**src/include/rsip_pkg.sv**
```systemverilog
// Constants, register map and field layout for the reset strap and interrupt pin block
// =====================================================================
// Function
// - External interrupts edge-triggered, per-input polarity bit
// - Acknowledge pulses for every serviced interrupt
// - Number outputs valid while acknowledge high
// - Number code follows service fetch order
// - Power-down output high in modes two, three
// - Sample expansion data pins during reset; taken three edges after reset release here
// - Data bits 30..16 give select memory types
// - Bits 13, 12 give burst-last, write/read polarity
// - Bit 11 selects asynchronous or synchronous host
// - Bit 10 arbitration, bit 9 FIFO mode
// - Bit 8 selects little or big endian
// - Bits 4..0 boot mode; bit 7 held low
// - Drive FIFO clock out, accept host clock
`default_nettype none
package rsip_pkg;
   // =====================================================================
   // Bus geometry
   localparam int ADDR_W = 8;
   localparam int DATA_W = 32;
   localparam logic [1:0] RESP_OKAY = 2'h0;
   localparam logic [1:0] RESP_SLVERR = 2'h2;
   // =====================================================================
   // Register byte offsets
   localparam logic [ADDR_W-1:0] REG_CTRL = 8'h00;   // Edge polarity field
   localparam logic [ADDR_W-1:0] REG_STAT = 8'h04;   // Sticky event flags, read only
   localparam logic [ADDR_W-1:0] REG_CLR = 8'h08;    // Write one to clear, write only
   localparam logic [ADDR_W-1:0] REG_EN = 8'h0C;     // Interrupt enables
   localparam logic [ADDR_W-1:0] REG_STRAP = 8'h10;  // Captured strap word
   localparam logic [ADDR_W-1:0] REG_HW = 8'h14;     // Live hardware state
   // =====================================================================
   // Event layout of status, clear and enable
   localparam int EV_W = 6;
   localparam int EV_EXT_LO = 0;  // Four external inputs, bits 3..0
   localparam int EV_NMI = 4;     // Nonmaskable edge
   localparam int EV_ACK = 5;     // Acknowledge issued
   localparam int N_EXT = 4;
   localparam int N_EDGE = 5;     // Four external plus nonmaskable
   // =====================================================================
   // Strap field positions on the expansion data word
   localparam int ST_MEM_HI = 30;
   localparam int ST_MEM_LO = 16;
   localparam int ST_BLAST = 13;
   localparam int ST_WR = 12;
   localparam int ST_SYNC = 11;
   localparam int ST_ARB = 10;
   localparam int ST_FIFO = 9;
   localparam int ST_ENDIAN = 8;
   localparam int ST_RSV = 7;
   localparam int ST_BOOT_HI = 4;
   localparam int ST_BOOT_LO = 0;
   localparam logic [DATA_W-1:0] STRAP_RST = 32'h0000_0000;
   // Cycles after reset release before the synchronised pins are taken
   localparam logic [1:0] STRAP_WAIT = 2'h2;
   // =====================================================================
   // Hardware state register layout
   localparam int HW_HCLK = 0;     // Synchronised host clock level
   localparam int HW_PD_LO = 1;    // Power-down mode, bits 2..1
   localparam int HW_NUM_LO = 3;   // Last serviced number, bits 6..3
   localparam int HW_VALID = 7;    // Straps captured
   // =====================================================================
   // Interrupt numbers, in service fetch order
   localparam int NUM_W = 4;
   localparam logic [NUM_W-1:0] NUM_RESET = 4'h0;
   localparam logic [NUM_W-1:0] NUM_NMI = 4'h1;
   localparam logic [NUM_W-1:0] NUM_EXT4 = 4'h4;
   // Power-down modes that raise the status output
   localparam logic [1:0] PD_MODE2 = 2'h2;
   localparam logic [1:0] PD_MODE3 = 2'h3;
   // =====================================================================
   // FIFO clock: 200 MHz core divided down, output period in ns
   localparam int CLK_NS = 5;
   localparam int FIFO_CLK_NS = 20;
   localparam int FIFO_HALF_CYC = FIFO_CLK_NS / (2 * CLK_NS);
   localparam logic [3:0] FIFO_HALF = 4'(FIFO_HALF_CYC - 1);
   // Polarity value meaning rising edge
   localparam logic POL_RISE = 1'b0;
endpackage
`default_nettype wire

```
**src/include/rsip_edge_if.sv**
```systemverilog
// Carrier between the pin block top and each edge detector
`timescale 1ns/10ps
`default_nettype none
interface rsip_edge_if;
   logic pin;    // Raw pin level, unsynchronised
   logic pol;    // Edge choice, rising when low
   logic pulse;  // One-cycle edge event
   modport det (input pin, input pol, output pulse);
   modport top (output pin, output pol, input pulse);
endinterface
`default_nettype wire

```
**src/hdl/rsip_top.sv**
```systemverilog
// Reset strap capture, interrupt pin handling and AXI4-Lite register file
`timescale 1ns/10ps
`default_nettype none
module rsip_top
   import rsip_pkg::*;
(
   input wire logic core_clk,
   input wire logic rstn,
   // AXI4-Lite slave
   input wire logic [ADDR_W-1:0] s_axi_awaddr,
   input wire logic s_axi_awvalid,
   output logic s_axi_awready,
   input wire logic [DATA_W-1:0] s_axi_wdata,
   input wire logic [3:0] s_axi_wstrb,
   input wire logic s_axi_wvalid,
   output logic s_axi_wready,
   output logic [1:0] s_axi_bresp,
   output logic s_axi_bvalid,
   input wire logic s_axi_bready,
   input wire logic [ADDR_W-1:0] s_axi_araddr,
   input wire logic s_axi_arvalid,
   output logic s_axi_arready,
   output logic [DATA_W-1:0] s_axi_rdata,
   output logic [1:0] s_axi_rresp,
   output logic s_axi_rvalid,
   input wire logic s_axi_rready,
   // Interrupt pins
   input wire logic ext_irq_in_4,
   input wire logic ext_irq_in_5,
   input wire logic ext_irq_in_6,
   input wire logic ext_irq_in_7,
   input wire logic nmi_in,
   // Core side, same clock
   input wire logic svc_req,
   input wire logic [NUM_W-1:0] svc_num,
   input wire logic [1:0] pd_mode,
   output logic [N_EXT-1:0] ext_irq_event,
   output logic nmi_event,
   // Acknowledge and status pins
   output logic irq_ack_out,
   output logic [NUM_W-1:0] irq_number_out,
   output logic powerdown_status_out,
   output logic irq_out,
   // Expansion bus pins and clocks
   input wire logic [DATA_W-1:0] expansion_data_pins,
   input wire logic host_sync_clock_in,
   output logic fifo_clock_out,
   // Captured configuration
   output logic straps_valid,
   output logic [ST_MEM_HI-ST_MEM_LO:0] io_space_mem_type,
   output logic host_burst_last_pol,
   output logic host_write_read_pol,
   output logic host_sync_mode,
   output logic ext_arbitration,
   output logic fifo_mode_en,
   output logic big_endian,
   output logic reserved_select_strap,
   output logic [ST_BOOT_HI-ST_BOOT_LO:0] boot_mode
);
   // =====================================================================
   // Shared decode
   // Byte-lane merge of a write into an old word
   function automatic logic [DATA_W-1:0] merge(input logic [DATA_W-1:0] old,
                                                input logic [DATA_W-1:0] nw,
                                                input logic [3:0] strb);
      logic [DATA_W-1:0] res;
      res = old;
      for (int b = 0; b < 4; b++) begin
         if (strb[b]) begin
            res[b*8 +: 8] = nw[b*8 +: 8];
         end
      end
      return res;
   endfunction
   // =====================================================================
   // State
   logic [N_EXT-1:0] pol;          // Edge polarity field
   logic [EV_W-1:0] status;        // Sticky events
   logic [EV_W-1:0] enable;        // Interrupt enables
   logic [DATA_W-1:0] strap;       // Captured straps
   logic [DATA_W-1:0] pin_s1;      // Strap pins, first stage
   logic [DATA_W-1:0] pin_s2;      // Strap pins, second stage
   logic [1:0] strap_cnt;          // Cycles since reset release
   logic hclk_s1;                  // Host clock, first stage
   logic hclk_s2;                  // Host clock, second stage
   logic [3:0] fifo_cnt;           // FIFO clock divider
   logic [NUM_W-1:0] last_num;     // Last serviced number
   logic aw_held;                  // Write address latched
   logic w_held;                   // Write data latched
   logic [ADDR_W-1:0] aw_addr;
   logic [DATA_W-1:0] w_data;
   logic [3:0] w_strb;
   logic [N_EDGE-1:0] edge_pulse;  // Detector outputs
   // =====================================================================
   // Edge detectors
   wire [N_EDGE-1:0] edge_pin = {nmi_in, ext_irq_in_7, ext_irq_in_6, ext_irq_in_5,
                                 ext_irq_in_4};
   wire [N_EDGE-1:0] edge_pol = {POL_RISE, pol};
   genvar gi;
   generate
      for (gi = 0; gi < N_EDGE; gi++) begin : g_edge
         rsip_edge_if eif();
         assign eif.pin = edge_pin[gi];
         // per-input polarity; nonmaskable fixed to rising
         assign eif.pol = edge_pol[gi];
         assign edge_pulse[gi] = eif.pulse;
         rsip_edge_det u_det (
            .core_clk(core_clk),
            .rstn(rstn),
            .eif(eif)
         );
      end
   endgenerate
   // =====================================================================
   // Write channel decode
   wire aw_take = s_axi_awvalid & s_axi_awready;
   wire w_take = s_axi_wvalid & s_axi_wready;
   wire do_wr = aw_held & w_held & ~s_axi_bvalid;
   wire wr_ctrl = do_wr && (aw_addr == REG_CTRL);
   wire wr_clr = do_wr && (aw_addr == REG_CLR);
   wire wr_en = do_wr && (aw_addr == REG_EN);
   wire wr_ok;
   assign wr_ok = (aw_addr == REG_CTRL) || (aw_addr == REG_STAT) || (aw_addr == REG_CLR)
                  || (aw_addr == REG_EN) || (aw_addr == REG_STRAP) || (aw_addr == REG_HW);
   wire [DATA_W-1:0] ctrl_word = {{(DATA_W-N_EXT){1'b0}}, pol};
   wire [DATA_W-1:0] en_word = {{(DATA_W-EV_W){1'b0}}, enable};
   wire [DATA_W-1:0] ctrl_new = merge(ctrl_word, w_data, w_strb);
   wire [DATA_W-1:0] en_new = merge(en_word, w_data, w_strb);
   wire [DATA_W-1:0] clr_new = merge({DATA_W{1'b0}}, w_data, w_strb);
   wire [EV_W-1:0] clr_mask = wr_clr ? clr_new[EV_W-1:0] : {EV_W{1'b0}};
   wire next_aw_held = aw_held ? ~do_wr : aw_take;
   wire next_w_held = w_held ? ~do_wr : w_take;
   // Write channel flops
   always_ff @(posedge core_clk or negedge rstn) begin
      if (!rstn) begin
         aw_held <= 1'b0;
         w_held <= 1'b0;
         s_axi_awready <= 1'b1;
         s_axi_wready <= 1'b1;
         aw_addr <= '0;
         w_data <= '0;
         w_strb <= '0;
      end else begin
         aw_held <= next_aw_held;
         w_held <= next_w_held;
         s_axi_awready <= ~next_aw_held;
         s_axi_wready <= ~next_w_held;
         if (aw_take) begin
            aw_addr <= s_axi_awaddr;
         end
         if (w_take) begin
            w_data <= s_axi_wdata;
            w_strb <= s_axi_wstrb;
         end
      end
   end
   // Write response, held until taken
   always_ff @(posedge core_clk or negedge rstn) begin
      if (!rstn) begin
         s_axi_bvalid <= 1'b0;
         s_axi_bresp <= RESP_OKAY;
      end else if (do_wr) begin
         s_axi_bvalid <= 1'b1;
         s_axi_bresp <= wr_ok ? RESP_OKAY : RESP_SLVERR;
      end else if (s_axi_bready) begin
         s_axi_bvalid <= 1'b0;
      end
   end
   // =====================================================================
   // Read channel
   wire ar_take = s_axi_arvalid & s_axi_arready;
   wire [DATA_W-1:0] hw_word;
   assign hw_word = {{(DATA_W-HW_VALID-1){1'b0}}, straps_valid, last_num, pd_mode, hclk_s2};
   logic [DATA_W-1:0] rd_word;
   wire rd_ok;
   // Address decode as an if chain
   assign rd_ok = (s_axi_araddr == REG_CTRL) || (s_axi_araddr == REG_STAT)
                  || (s_axi_araddr == REG_CLR) || (s_axi_araddr == REG_EN)
                  || (s_axi_araddr == REG_STRAP) || (s_axi_araddr == REG_HW);
   always_comb begin
      if (s_axi_araddr == REG_CTRL) begin
         rd_word = ctrl_word;
      end else if (s_axi_araddr == REG_STAT) begin
         rd_word = {{(DATA_W-EV_W){1'b0}}, status};
      end else if (s_axi_araddr == REG_EN) begin
         rd_word = en_word;
      end else if (s_axi_araddr == REG_STRAP) begin
         rd_word = strap;
      end else if (s_axi_araddr == REG_HW) begin
         rd_word = hw_word;
      end else begin
         rd_word = '0;
      end
   end
   // Read data answers the cycle after the address is taken
   always_ff @(posedge core_clk or negedge rstn) begin
      if (!rstn) begin
         s_axi_arready <= 1'b1;
         s_axi_rvalid <= 1'b0;
         s_axi_rdata <= '0;
         s_axi_rresp <= RESP_OKAY;
      end else if (ar_take) begin
         s_axi_arready <= 1'b0;
         s_axi_rvalid <= 1'b1;
         s_axi_rdata <= rd_word;
         s_axi_rresp <= rd_ok ? RESP_OKAY : RESP_SLVERR;
      end else if (s_axi_rvalid && s_axi_rready) begin
         s_axi_arready <= 1'b1;
         s_axi_rvalid <= 1'b0;
      end
   end
   // =====================================================================
   // Control, enable and sticky status
   wire [EV_W-1:0] events = {svc_req, edge_pulse};
   // Set wins over a clear in the same cycle
   wire [EV_W-1:0] next_status = (status & ~clr_mask) | events;
   always_ff @(posedge core_clk or negedge rstn) begin
      if (!rstn) begin
         pol <= '0;
         enable <= '0;
         status <= '0;
         irq_out <= 1'b0;
      end else begin
         if (wr_ctrl) begin
            pol <= ctrl_new[N_EXT-1:0];
         end
         if (wr_en) begin
            enable <= en_new[EV_W-1:0];
         end
         status <= next_status;
         irq_out <= |(next_status & (wr_en ? en_new[EV_W-1:0] : enable));
      end
   end
   // =====================================================================
   // Core-facing events and acknowledge
   always_ff @(posedge core_clk or negedge rstn) begin
      if (!rstn) begin
         ext_irq_event <= '0;
         nmi_event <= 1'b0;
         irq_ack_out <= 1'b0;
         irq_number_out <= NUM_RESET;
         last_num <= NUM_RESET;
         powerdown_status_out <= 1'b0;
      end else begin
         ext_irq_event <= edge_pulse[N_EXT-1:0];
         nmi_event <= edge_pulse[EV_NMI];
         irq_ack_out <= svc_req;
         // number changes only with acknowledge; fetch order code
         if (svc_req) begin
            irq_number_out <= svc_num;
            last_num <= svc_num;
         end
         // high in power-down modes two and three
         powerdown_status_out <= (pd_mode == PD_MODE2) || (pd_mode == PD_MODE3);
      end
   end
   // =====================================================================
   // Strap capture
   // data pins synchronised, then sampled
   always_ff @(posedge core_clk or negedge rstn) begin
      if (!rstn) begin
         pin_s1 <= '0;
         pin_s2 <= '0;
         hclk_s1 <= 1'b0;
         hclk_s2 <= 1'b0;
      end else begin
         pin_s1 <= expansion_data_pins;
         pin_s2 <= pin_s1;
         hclk_s1 <= host_sync_clock_in;
         hclk_s2 <= hclk_s1;
      end
   end
   wire strap_take = (strap_cnt == STRAP_WAIT) && !straps_valid;
   // one capture after release, held to next reset
   always_ff @(posedge core_clk or negedge rstn) begin
      if (!rstn) begin
         strap_cnt <= '0;
         straps_valid <= 1'b0;
         strap <= STRAP_RST;
      end else begin
         if (strap_cnt != STRAP_WAIT) begin
            strap_cnt <= strap_cnt + 2'h1;
         end
         if (strap_take) begin
            straps_valid <= 1'b1;
            strap <= pin_s2;
         end
      end
   end
   // memory type of the four selects
   assign io_space_mem_type = strap[ST_MEM_HI:ST_MEM_LO];
   assign host_burst_last_pol = strap[ST_BLAST];
   assign host_write_read_pol = strap[ST_WR];
   assign host_sync_mode = strap[ST_SYNC];
   assign ext_arbitration = strap[ST_ARB];
   assign fifo_mode_en = strap[ST_FIFO];
   assign big_endian = strap[ST_ENDIAN];
   // boot mode; reserved strap reported, board keeps it low
   assign boot_mode = strap[ST_BOOT_HI:ST_BOOT_LO];
   assign reserved_select_strap = strap[ST_RSV];
   // =====================================================================
   // FIFO clock divider
   // FIFO clock made from the core clock
   always_ff @(posedge core_clk or negedge rstn) begin
      if (!rstn) begin
         fifo_cnt <= '0;
         fifo_clock_out <= 1'b0;
      end else if (fifo_cnt == FIFO_HALF) begin
         fifo_cnt <= '0;
         fifo_clock_out <= ~fifo_clock_out;
      end else begin
         fifo_cnt <= fifo_cnt + 4'h1;
      end
   end
   // =====================================================================
   // Checks
   // acknowledge follows every service request for one cycle
   a_ack_follows: assert property (@(posedge core_clk) disable iff (!rstn)
      svc_req |=> irq_ack_out)
      else $error("Service without acknowledge");
   // number is stable while acknowledge is absent
   a_num_stable: assert property (@(posedge core_clk) disable iff (!rstn)
      !irq_ack_out |-> $stable(irq_number_out))
      else $error("Number changed without acknowledge");
   a_num_code: assert property (@(posedge core_clk) disable iff (!rstn)
      irq_ack_out |-> irq_number_out == $past(svc_num))
      else $error("Number differs from serviced code");
   // power-down status tracks the mode one cycle later
   a_pd_status: assert property (@(posedge core_clk) disable iff (!rstn)
      ##1 powerdown_status_out == ($past(pd_mode) >= PD_MODE2))
      else $error("Power-down status wrong");
   a_strap_hold: assert property (@(posedge core_clk) disable iff (!rstn)
      straps_valid |=> straps_valid && $stable(strap))
      else $error("Straps changed after capture");
   // capture comes three edges after release with pins taken
   a_strap_take: assert property (@(posedge core_clk) disable iff (!rstn)
      $rose(straps_valid) |-> strap == $past(pin_s2))
      else $error("Straps differ from sampled pins");
   // a detected edge on external input 0 sets its sticky flag
   a_edge_sticky: assert property (@(posedge core_clk) disable iff (!rstn)
      edge_pulse[EV_EXT_LO] |=> status[EV_EXT_LO])
      else $error("External edge not recorded");
   // nonmaskable edge reaches its event output
   a_nmi_event: assert property (@(posedge core_clk) disable iff (!rstn)
      edge_pulse[EV_NMI] |=> nmi_event && status[EV_NMI])
      else $error("Nonmaskable edge lost");
   // FIFO clock holds for exactly its half period
   a_fifo_half: assert property (@(posedge core_clk) disable iff (!rstn)
      $changed(fifo_clock_out) |=> $stable(fifo_clock_out) [*1] ##1 $changed(fifo_clock_out))
      else $error("FIFO clock half period wrong");
   c_ack: cover property (@(posedge core_clk) disable iff (!rstn) irq_ack_out);
   c_irq: cover property (@(posedge core_clk) disable iff (!rstn) $rose(irq_out));
   c_strap: cover property (@(posedge core_clk) disable iff (!rstn) $rose(straps_valid));
endmodule
`default_nettype wire

```
**src/hdl/rsip_edge_det.sv**
```systemverilog
// Synchronised edge detector for one interrupt pin
`timescale 1ns/10ps
`default_nettype none
module rsip_edge_det
   import rsip_pkg::*;
(
   input wire logic core_clk,
   input wire logic rstn,
   rsip_edge_if.det eif
);
   logic sync1;  // First stage, read only by second
   logic sync2;  // Second stage
   logic prev;   // Last settled level
   logic arm1;   // Set one edge after release
   logic arm2;   // Set two edges after release
   logic armed;  // Low until prev holds a real level
   logic pulse;  // Registered event
   // Selected edge from settled levels
   wire rise = sync2 & ~prev;
   wire fall = ~sync2 & prev;
   wire hit = armed & ((eif.pol == POL_RISE) ? rise : fall);
   assign eif.pulse = pulse;
   // Two-flop synchroniser, history and pulse
   always_ff @(posedge core_clk or negedge rstn) begin
      if (!rstn) begin
         sync1 <= 1'b0;
         sync2 <= 1'b0;
         prev <= 1'b0;
         arm1 <= 1'b0;
         arm2 <= 1'b0;
         armed <= 1'b0;
         pulse <= 1'b0;
      end else begin
         sync1 <= eif.pin;
         sync2 <= sync1;
         prev <= sync2;
         // Arm only once prev holds a synchronised pin level, so a pin held
         // high through reset makes no false edge
         arm1 <= 1'b1;
         arm2 <= arm1;
         armed <= arm2;
         pulse <= hit;
      end
   end
   // edge of selected polarity makes one pulse
   a_edge_pulse: assert property (@(posedge core_clk) disable iff (!rstn)
      pulse |-> $past(armed) && (($past(eif.pol) == POL_RISE) ?
         ($past(sync2) && !$past(prev)) : (!$past(sync2) && $past(prev))))
      else $error("Edge pulse without matching edge");
   a_pulse_single: assert property (@(posedge core_clk) disable iff (!rstn)
      pulse |=> !pulse)
      else $error("Edge pulse longer than one cycle");
   c_edge_seen: cover property (@(posedge core_clk) disable iff (!rstn) pulse);
endmodule
`default_nettype wire

```
**config.mk**
```make
export PLATFORM = sky130hd
export DESIGN_NAME = rsip_top
export DESIGN_NICKNAME = d
export VERILOG_FILES = /design/src/include/rsip_pkg.sv /design/src/include/rsip_edge_if.sv /design/src/hdl/rsip_top.sv /design/src/hdl/rsip_edge_det.sv
export SDC_FILE = /design/constraint.sdc
export NUM_CORES = 1
export LEC_CHECK = 0
export ABC_AREA = 1
export BUFFER_PORTS_ARGS = -buffer_cell sky130_fd_sc_hd__buf_2
export CAP_MARGIN = 20
export CORE_ASPECT_RATIO = 0.6
export CORE_MARGIN = 5
export CORE_UTILIZATION = 40
export CTS_BUF_LIST = sky130_fd_sc_hd__clkbuf_4 sky130_fd_sc_hd__clkbuf_8
export DETAILED_ROUTE_END_ITERATION = 7
export HOLD_SLACK_MARGIN = 0.08
export PLACE_DENSITY = 0.64
export SLEW_MARGIN = 25
export SYNTH_ARGS = -nofsm -noshare
export SYNTH_HDL_FRONTEND = slang
export SYNTH_HIERARCHICAL = 1
export SYNTH_SLANG_ARGS = --single-unit
```
**constraint.sdc**
```tcl
create_clock -name core_clk -period 1.6 [get_ports core_clk]
set_input_delay 0 -clock core_clk [delete_from_list [all_inputs] [get_ports core_clk]]
set_output_delay 0 -clock core_clk [all_outputs]
set_load 0.02 [all_outputs]
```
Yosys cells after proc, flatten, opt, wreduce, memory -nomap -nowiden
Index checks and enable logic that the tools add are counted.

Add/subtract/negate cells: 2. $mul: 0. Div/mod/pow operators: 0. Order comparisons: 0. Equality and inequality tests: 15. Shifts and indexed selects: 0. Mux-type cells: 24. Bitwise operators: 37. Reductions and logical operators: 23.

Operator list (number): 2-to-1 mux 32 bit (4); equality test 8 x 4 -> 1 bit, second input constant (4); equality test 8 x 5 -> 1 bit, second input constant (4); 2-to-1 mux 6 bit (4); bitwise AND 1 bit (19); equality test 8 x 3 -> 1 bit, second input constant (2); zero test 8 bit (2); NOT 1 bit (14); bitwise AND 6 bit (2); 2-to-1 mux 1 bit (12); logical OR 1 bit (11); 2-to-1 mux 8 bit (1); equality test 2 bit, second input constant (3); NOT 6 bit (1); bitwise OR 6 bit (1); OR reduction 6 bit (1); logical AND 1 bit (5); adder 4 x 1 -> 4 bit, second input constant (1); equality test 4 x 1 -> 1 bit, second input constant (1); 2-to-1 mux 2 bit (2); 2-to-1 mux 4 bit (1); nonzero test 2 bit (2); adder 2 x 1 -> 2 bit, second input constant (1); inequality test 2 bit, second input constant (1); 2 further kinds (2).

Flip-flop bits (word level): 215. Latch bits: 0. Bits in writable memories: 0. ROM bits: 0. Output and inout port bits: 82. Word-level logic and storage cells: 155. Memories kept: 0.

Depth between registers and ports, before layout
Gate-level depths: netlist (run 1).

Depth in word-level cells: 9. Depth in mapped cells: 11.

Cells and area by module
Netlist (run 1), hierarchy kept.

By module, submodules not included: rsip_top (instances 1, cells each 630, area an instance 6998.0 µm²); rsip_edge_det (instances 5, cells each 16, area an instance 209.0 µm²).

Least setup slack after synthesis (run 1)
Ideal clock, no wire load.

Kind: register to register. Start point: reg strap_cnt[0]. End point: reg strap[10]. Data arrival time: 1.328 ns. Required time: 1.475 ns. Setup slack: 0.147 ns. Cell stages (with the launch flop): 6. Path buffers: 1. Cell sequence: dfrtp_1 inv_1 ha_1 nand2_1 buf_2 mux2_2.

Longest elaborated chain between the ends: 2.

Ends and longest elaborated chain: from (decl) (RTL line rsip_top.sv:83) `logic [1:0] strap_cnt;`; from (signal assigned) (RTL line rsip_top.sv:282) `strap_cnt <= strap_cnt + 2'h1;`; equality test 2 bit (RTL line rsip_top.sv:273) `wire strap_take = (strap_cnt == STRAP_WAIT) && !straps_valid;`; logical AND 1 bit (RTL line rsip_top.sv:273); to (signal assigned) (RTL line rsip_top.sv:286) `strap <= pin_s2;`; to (decl) (RTL line rsip_top.sv:80) `logic [DATA_W-1:0] strap;`.

Every way passes these cells. A chain may end at the register's enable or synchronous reset.

Worst setup path after layout (run 1)
Start point: in s_axi_araddr[0]. End point: reg s_axi_rdata[5].

Longest elaborated chain between the ends: 6. Elaborated cells between the ends (all ways): 10. Classes of those cells: eq/ne (4); mux (5); reduce/logical (1).

Ends and longest elaborated chain: from (decl) (RTL line rsip_top.sv:20) `input wire logic [ADDR_W-1:0] s_axi_araddr,`; equality test 8 x 5 -> 1 bit (RTL line rsip_top.sv:189) `end else if (s_axi_araddr == REG_HW) begin`; 2-to-1 mux 8 bit (RTL line rsip_top.sv:189); 2-to-1 mux 32 bit (RTL line rsip_top.sv:187) `end else if (s_axi_araddr == REG_STRAP) begin`; 2-to-1 mux 32 bit (RTL line rsip_top.sv:185) `end else if (s_axi_araddr == REG_EN) begin`; 2-to-1 mux 32 bit (RTL line rsip_top.sv:183) `end else if (s_axi_araddr == REG_STAT) begin`; 2-to-1 mux 32 bit (*) (RTL line rsip_top.sv:181) `if (s_axi_araddr == REG_CTRL) begin`; to (signal assigned) (RTL line rsip_top.sv:205) `s_axi_rdata <= rd_word;`; to (decl) (RTL line rsip_top.sv:23) `output logic [DATA_W-1:0] s_axi_rdata,`.

Every way passes the cells marked *; elsewhere a longest branch is shown, timed or not.

==> results of run 1 <==
power breakdown:
| part | total, W | switching [W] | internal, W |
|---|---|---|---|
| clock network | 0.00481 | 0.00209 | 0.00272 |
| logic | 0.00194 | 0.00124 | 0.000692 |
| registers | 0.00659 | 0.000337 | 0.00625 |
| total | 0.0133 | 0.00368 | 0.00966 |
kinds of logic after synthesis:
logic type	count (synthesis)	share of synthesized area
multiplexers	35	0.0490
flip-flops	225	0.701
buffers and inverters	111	0.0641
AO/OA/AOI/OAI	52	0.0330
AND/OR/NAND/NOR	277	0.146
other	6	0.00280
XOR/XNOR	3	0.00327
adder cells (fa/ha/maj)	1	0.00156
registers in the layout, indices dropped and copies added (netlist names), 5 cells and up:
| name | flops |
|---|---|
| w_data | 6 |
| g_edge.u_det/sync1 | 5 |
| pin_s1 | 32 |
| aw_addr | 8 |
| strap | 32 |
| status | 6 |
| g_edge.u_det/arm2 | 5 |
| g_edge.u_det/eif.pulse | 5 |
| g_edge.u_det/prev | 5 |
| g_edge.u_det/sync2 | 5 |
| g_edge.u_det/arm1 | 5 |
| g_edge.u_det/armed | 5 |
| s_axi_rdata | 32 |
| enable | 6 |
| pin_s2 | 32 |
Yosys cell counts:
| master | instances |
|---|---|
| a211oi_1 | 1 |
| a21oi_1 | 12 |
| buf_1 | 2 |
| buf_2 | 4 |
| buf_4 | 25 |
| clkbuf_1 | 7 |
| conb_1 | 6 |
| dfrtp_1 | 222 |
| dfstp_2 | 3 |
| ha_1 | 1 |
| inv_1 | 70 |
| inv_2 | 3 |
| mux2_2 | 35 |
| nand2_1 | 169 |
| nand2_2 | 1 |
| nand2_4 | 1 |
| nand3_1 | 51 |
| nand3_2 | 3 |
| nand4_1 | 1 |
| nor2_1 | 41 |
| nor2_2 | 4 |
| nor2_4 | 1 |
| nor3_1 | 2 |
| nor3_4 | 1 |
| o21ai_0 | 29 |
| o21ai_1 | 9 |
| o21bai_1 | 1 |
| or2_0 | 2 |
| xnor2_1 | 3 |
through the flow:
step	hold slack [ns]	power, W	area [um^2]	TNS [ns]	worst slack (ns)
after floorplan	-0.296	0.00766	8050	0	0.147
after global placement	-0.148	0.00837	9100	0	0.107
after detailed placement	-0.148	0.00842	9100	0	0.0567
after CTS	0.0818	0.0134	10600	0	0.0373
after global routing	0.104	0.0141	10600	-0.0193	-0.0193
final	0.125	0.0133	10600	0	0.0939
layer usage:
layer  wire length [um]  up-vias  part of all wire
li1                   -     2692                 -
met1               9120     2665              0.49
met2               7840      141              0.42
met3               1340       19             0.072
met4                195        0             0.011
met5                  0        -                 0
critical path, delay by kind of cell:
kind	cells	cell delay [ns]
AOI/OAI and AO/OA	1	0.08
and+or+nand+nor	6	0.51
buffers and inverters	5	1.37
repair_timing:
action                                  4_1_cts  5_1_grt
buffers inserted                              0        1
hold buffers                                 77        0
endpoints found under the setup margin        0        2
endpoints found under the hold margin       303        0
resized for setup                             0        9
worst max-delay path by stage:
stage,start,to,depth (start not counted),slack (ns)
2_1_floorplan,strap_cnt[0]$_DFFE_PN0P_,strap[10]$_DFFE_PN0P_,5,0.15
3_3_place_gp,aw_addr[7]$_DFFE_PN0P_,irq_out$_DFF_PN0_,10,0.11
3_5_place_dp,s_axi_bvalid$_DFFE_PN0P_,irq_out$_DFF_PN0_,10,0.06
4_1_cts,s_axi_bvalid$_DFFE_PN0P_,irq_out$_DFF_PN0_,10,0.04
5_1_grt,aw_addr[1]$_DFFE_PN0P_,irq_out$_DFF_PN0_,10,-0.02
6_report,s_axi_araddr[0],s_axi_rdata[5]$_DFFE_PN0P_,12,0.09
layout make-up:
type | count | area share
diodes | 1 | 0.000236
repair buffers | 248 | 0.163
inverters | 73 | 0.0260
well taps | 273 | 0.0322
clock inverters | 5 | 0.00518
flip-flops and latches | 225 | 0.530
multi-input cells | 376 | 0.183
clock buffers | 54 | 0.0605
==> metrics.md, run 1 <==
| Metric | Value |
|---|---|
| Antenna violations before repair | `1` |
| Share of layout cells above drive strength 1 | `0.292` |
| Detailed Routing Iterations Pass 1 | `4` |
| Slew at the pin closest to its max-slew limit | `0.852 ns` |
| # Max-Cap Violations | `0` |
| Area growth syn-to-layout | `32.1%` |
| Vias in the first global route | `5768` |
| TritonCTS clock tree | `built` |
| Hold Violations, Final | `0` |
| Final setup viols | `0` |
| I/O pin count | `186` |
| # port buffers | `154` |
| Overflow after GRT | `0` |
| WS Path Type | `in2reg` |
| Placer Congestion | `0.817` |
| Final nets | `1064` |
| Drt via density | `4.40` |
| CTS root buf | `clkbuf_8` |
| FF-to-FF End | `irq_out$_DFF_PN0_` |
| Detailed Place HPWL | `12100 um` |
| Worst path max stage delay | `0.56 ns` |
| Syn avg cell area | `11.3 um^2` |
| Worst-path cell chain | `buf_2 -> nor2_4 -> inv_2 -> dlygate4sd3_1 -> nor2_1 -> inv_1 -> nor2_1 -> o21ai_0 -> dlygate4sd3_1 -> nand2_1 -> nand2_1 -> nand2_1` |
| Worst Reg2Reg Path Length in Cells | `10` |
| Post-synth top area cell | `dfrtp_1` |
| Relative max-transition margin | `0.430` |
| Syn Std Cell Area | `8040 um^2` |
| Multi-input logic area | `1940 um^2` |
| CP endpoint kind | `register` |
| Worst-path clk slew | `0.07 ns` |
| Startpoint Class | `input port` |
| WP data arrival | `slightly below 2 ns` |
| Total track usage | `0.162` |
| Wirelength per Cell | `14.7 um` |
| Placed cells | `1117` |
| Busiest grt layer | `met1` |
| Hold path start | `s_axi_araddr[6]` |
| Synth top area share | `0.691` |
| Routing usage on met2 | `0.232` |
| First-pass GRT wire length | `roughly 30000 um` |
| Synth area leaders | `dfrtp_1 69%, nand2_1 7.9%, mux2_2 4.9%, inv_1 3.3%, nand3_1 3.2%` |
| Max-slew violation count | `0` |
| Register Area | `5630 um^2` |
| Reg2Reg Setup Slack | `0.12 ns` |
| Netlist cell types | `29` |
| DRT iter0 DRCs | `224` |
| Gate count of the mapped netlist | `710` |
| Worst hold stages | `6` |
| Starting Density | `0.405` |
| Via Count | `5517` |
| Post-route insts no fill | `1255` |
| M1 GR Usage | `0.243` |
| Post-synthesis register bit count | `225` |
| Most used cell, CP | `nand2_1` |
| Minimum clock period | `1.51 ns` |
| ANT nets after route | `0` |
| Max VDD drop | `approximately 0.00057 V` |
| Seq/Total Area, Yosys | `0.701` |
| Synth Warn # | `6` |
| Width of the die | `about 190 um` |
| RSZ-0062 raised after global routing | `yes` |
| Worst EP required | `slightly above 2 ns` |
| Power Density | `~1300 nW/um^2` |
| Die Area | `23100 um^2` |
| Core area | `19900 um^2` |
| Clk Latency, worst-skew pair | `0.50 ns` |
| CTS Buf Count | `35` |
| Met3 usage | `0.0468` |
| Final Skew | `a little under 0.02 ns` |
| Fillers | `1771` |
| Leak pwr | `between 5 and 6 nW` |
| Utilization after layout | `0.535` |
| Worst path slowest cell | `dlygate4sd3_1` |
| CP max FO | `3` |
| Final WL | `~18000 um` |
| Most common cell after layout, fill and taps aside | `dfrtp_1` |
| Die H | `approximately 120 um` |
| Clk buf depth | `3` |
| Fmax | `around 660 MHz` |
| Core Rows | `40` |
| R2r startpoint | `aw_addr[1]$_DFFE_PN0P_` |
| Post-route DRC | `0` |
| Outcome | `complete, no violations` |
| Most frequent cells in the layout | `222 x dfrtp_1, 167 x nand2_1, 153 x buf_2` |
| Pin count of the biggest net entering global routing | `between 80 and 90` |
| CTS H-Tree Depth | `2` |
| Clk sinks | `225` |
| Hold EP | `s_axi_rdata[2]$_DFFE_PN0P_` |
| Worst hold-check path type | `in2reg` |
| Period utilization | `0.941` |
No activity file was read; power rests on OpenSTA's default activity.
==> run 2: changes to the inputs <==
- CORE_MARGIN: 5 -> 2
==> metrics.md, run 2 (synthesis results as in run 1) <==
| Metric | Value |
|---|---|
| Register Area | `5630 um^2 (unchanged)` |
| Pin count of the biggest net entering global routing | `51 (was 85)` |
| Detailed Routing Iterations Pass 1 | `4 (unchanged)` |
| Final setup viols | `0 (unchanged)` |
| Post-route insts no fill | `1263 (was 1255)` |
| ANT nets after route | `0 (unchanged)` |
| Share of layout cells above drive strength 1 | `0.301 (was 0.292)` |
| CTS root buf | `clkbuf_8 (unchanged)` |
| Drt via density | `4.40 (about the same)` |
| Overflow after GRT | `0 (unchanged)` |
| Period utilization | `0.964 (was 0.941)` |
| # port buffers | `154 (unchanged)` |
| Post-route DRC | `0 (unchanged)` |
| Width of the die | `187 um (was 193 um)` |
| Placer Congestion | `0.789 (was 0.817)` |
| Worst hold-check path type | `in2reg (unchanged)` |
| DRT iter0 DRCs | `213 (was 224)` |
| Detailed Place HPWL | `11900 um (was 12100 um)` |
| Die Area | `21300 um^2 (was 23100 um^2)` |
| CTS H-Tree Depth | `2 (unchanged)` |
| I/O pin count | `186 (unchanged)` |
| Outcome | `complete, no violations (unchanged)` |
| Die H | `114 um (was 120 um)` |
| Wirelength per Cell | `14.3 um (was 14.7 um)` |
| Antenna violations before repair | `0 (was 1)` |
| Area growth syn-to-layout | `33.4% (was 32.1%)` |
| WP data arrival | `1.92 ns (was 1.95 ns)` |
| Fillers | `1759 (was 1771)` |
| CTS Buf Count | `36 (was 35)` |
| Max VDD drop | `0.000624 V (was 0.000566 V)` |
| WS Path Type | `in2reg (unchanged)` |
| Via Count | `5558 (was 5517)` |
| Final WL | `18000 um (was 18500 um)` |
| Startpoint Class | `input port (unchanged)` |
| Multi-input logic area | `1940 um^2 (about the same)` |
| Hold Violations, Final | `0 (unchanged)` |
| Clk buf depth | `3 (unchanged)` |
| Design Power | `0.0138 W (was 0.0133 W)` |
| Clk sinks | `225 (unchanged)` |
| Most frequent cells in the layout | `222 x dfrtp_1, 166 x nand2_1, 152 x buf_2 (was 222 x dfrtp_1, 167 x nand2_1, 153 x buf_2)` |
| Clk Latency, worst-skew pair | `0.50 ns (about the same)` |
| Core area | `19900 um^2 (unchanged)` |
| Leak pwr | `5.55 nW (was 5.49 nW)` |
| Final Skew | `0.0165 ns (was 0.0198 ns)` |
| Power Density | `1290 nW/um^2 (was 1260 nW/um^2)` |
| Vias in the first global route | `5666 (was 5768)` |
| First-pass GRT wire length | `29300 um (was 29800 um)` |
| Worst setup margin | `0.0575 ns (was 0.0939 ns)` |
| Worst EP required | `1.98 ns (was 2.04 ns)` |
| Minimum clock period | `1.54 ns (was 1.51 ns)` |
| Most common cell after layout, fill and taps aside | `dfrtp_1 (unchanged)` |
| # Max-Cap Violations | `0 (unchanged)` |
| TritonCTS clock tree | `built (unchanged)` |
| Core Rows | `40 (unchanged)` |
| Fmax | `648 MHz (was 664 MHz)` |
| Max-slew violation count | `0 (unchanged)` |
| Utilization after layout | `0.540 (was 0.535)` |
| CP endpoint kind | `register (unchanged)` |
| CP max FO | `9 (was 3)` |
| Pre-CTS WS | `0.0655 ns (was 0.0567 ns)` |
| Starting Density | `0.405 (unchanged)` |
| Total track usage | `0.174 (was 0.162)` |
| Placed cells | `1121 (was 1117)` |
| Worst-path clk slew | `0.06 ns (was 0.07 ns)` |
| Final nets | `1067 (was 1064)` |
## run 2: cell count changes in the layout (fill, tap and decap cells not counted), moves of 2 or more
cell	delta
buf_4	+4
clkbuf_4	-4
clkbuf_8	+4
clkinv_2	+4
dlygate4sd3_1	-2
## run 2: cell type report
cell class / count / area share
inverter: 73 / 0.0255
tap: 273 / 0.0318
antenna: 1 / 0.000233
timing repair buffer: 250 / 0.163
clock buffer: 54 / 0.0623
clock inverter: 11 / 0.0106
sequential: 225 / 0.525
multi-input combinational: 376 / 0.181
## run 2: critical path: stages
cell and delay (ns):
dlygate4sd3_1 0.54, buf_4 0.17, nand2_1 0.05, dlygate4sd3_1 0.53, o21ai_0 0.07, dlygate4sd3_1 0.56
## run 2: repair_timing
action	4_1_cts	5_1_grt
buffers inserted	0	1
resized for setup	0	13
hold buffers	76	0
setup endpoints to repair	0	3
hold endpoints to repair	320	0
## run 2: metal layers
metal / wire length (um) / track usage / vias up / part of all wire
li1: - / - / 2706 / -
met1: 8720 / 0.257 / 2648 / 0.48
met2: 7490 / 0.253 / 172 / 0.42
met3: 1470 / 0.0498 / 32 / 0.082
met4: 337 / 0.0439 / 0 / 0.019
met5: 0 / 0 / - / 0
## run 2: final timing paths
path | start | to | slack (ns) | depth (start not counted)
setup / recovery | svc_req | last_num[2]$_DFFE_PN0P_ | 0.06 | 6
hold / removal | s_axi_araddr[3] | s_axi_rdata[0]$_DFFE_PN0P_ | 0.11 | 6
setup reg to reg | aw_addr[6]$_DFFE_PN0P_ | irq_out$_DFF_PN0_ | 0.11 | 10
hold reg to reg | pin_s1[18]$_DFF_PN0_ | pin_s2[18]$_DFF_PN0_ | 0.34 | 0
max in group asynchronous | rstn | s_axi_rdata[18]$_DFFE_PN0P_ | 0.44 | 4
min in group asynchronous | rstn | aw_addr[5]$_DFFE_PN0P_ | 0.57 | 3
## run 2: per-stage QoR
stage	hold WS, ns	TNS, ns	cell area [um^2]
floorplan	-0.296	0	8050
global placement	-0.0507	0	9150
detailed placement	-0.0454	0	9150
CTS	0.0970	0	10700
global route	0.110	-0.00875	10700
finish	0.109	0	10700
## run 2: report_power, final
group	total, W	switching, W	internal [W]
clock network	0.00527	0.00225	0.00302
registers	0.00656	0.000311	0.00625
logic	0.00197	0.00125	0.000717
total	0.0138	0.00381	0.00999
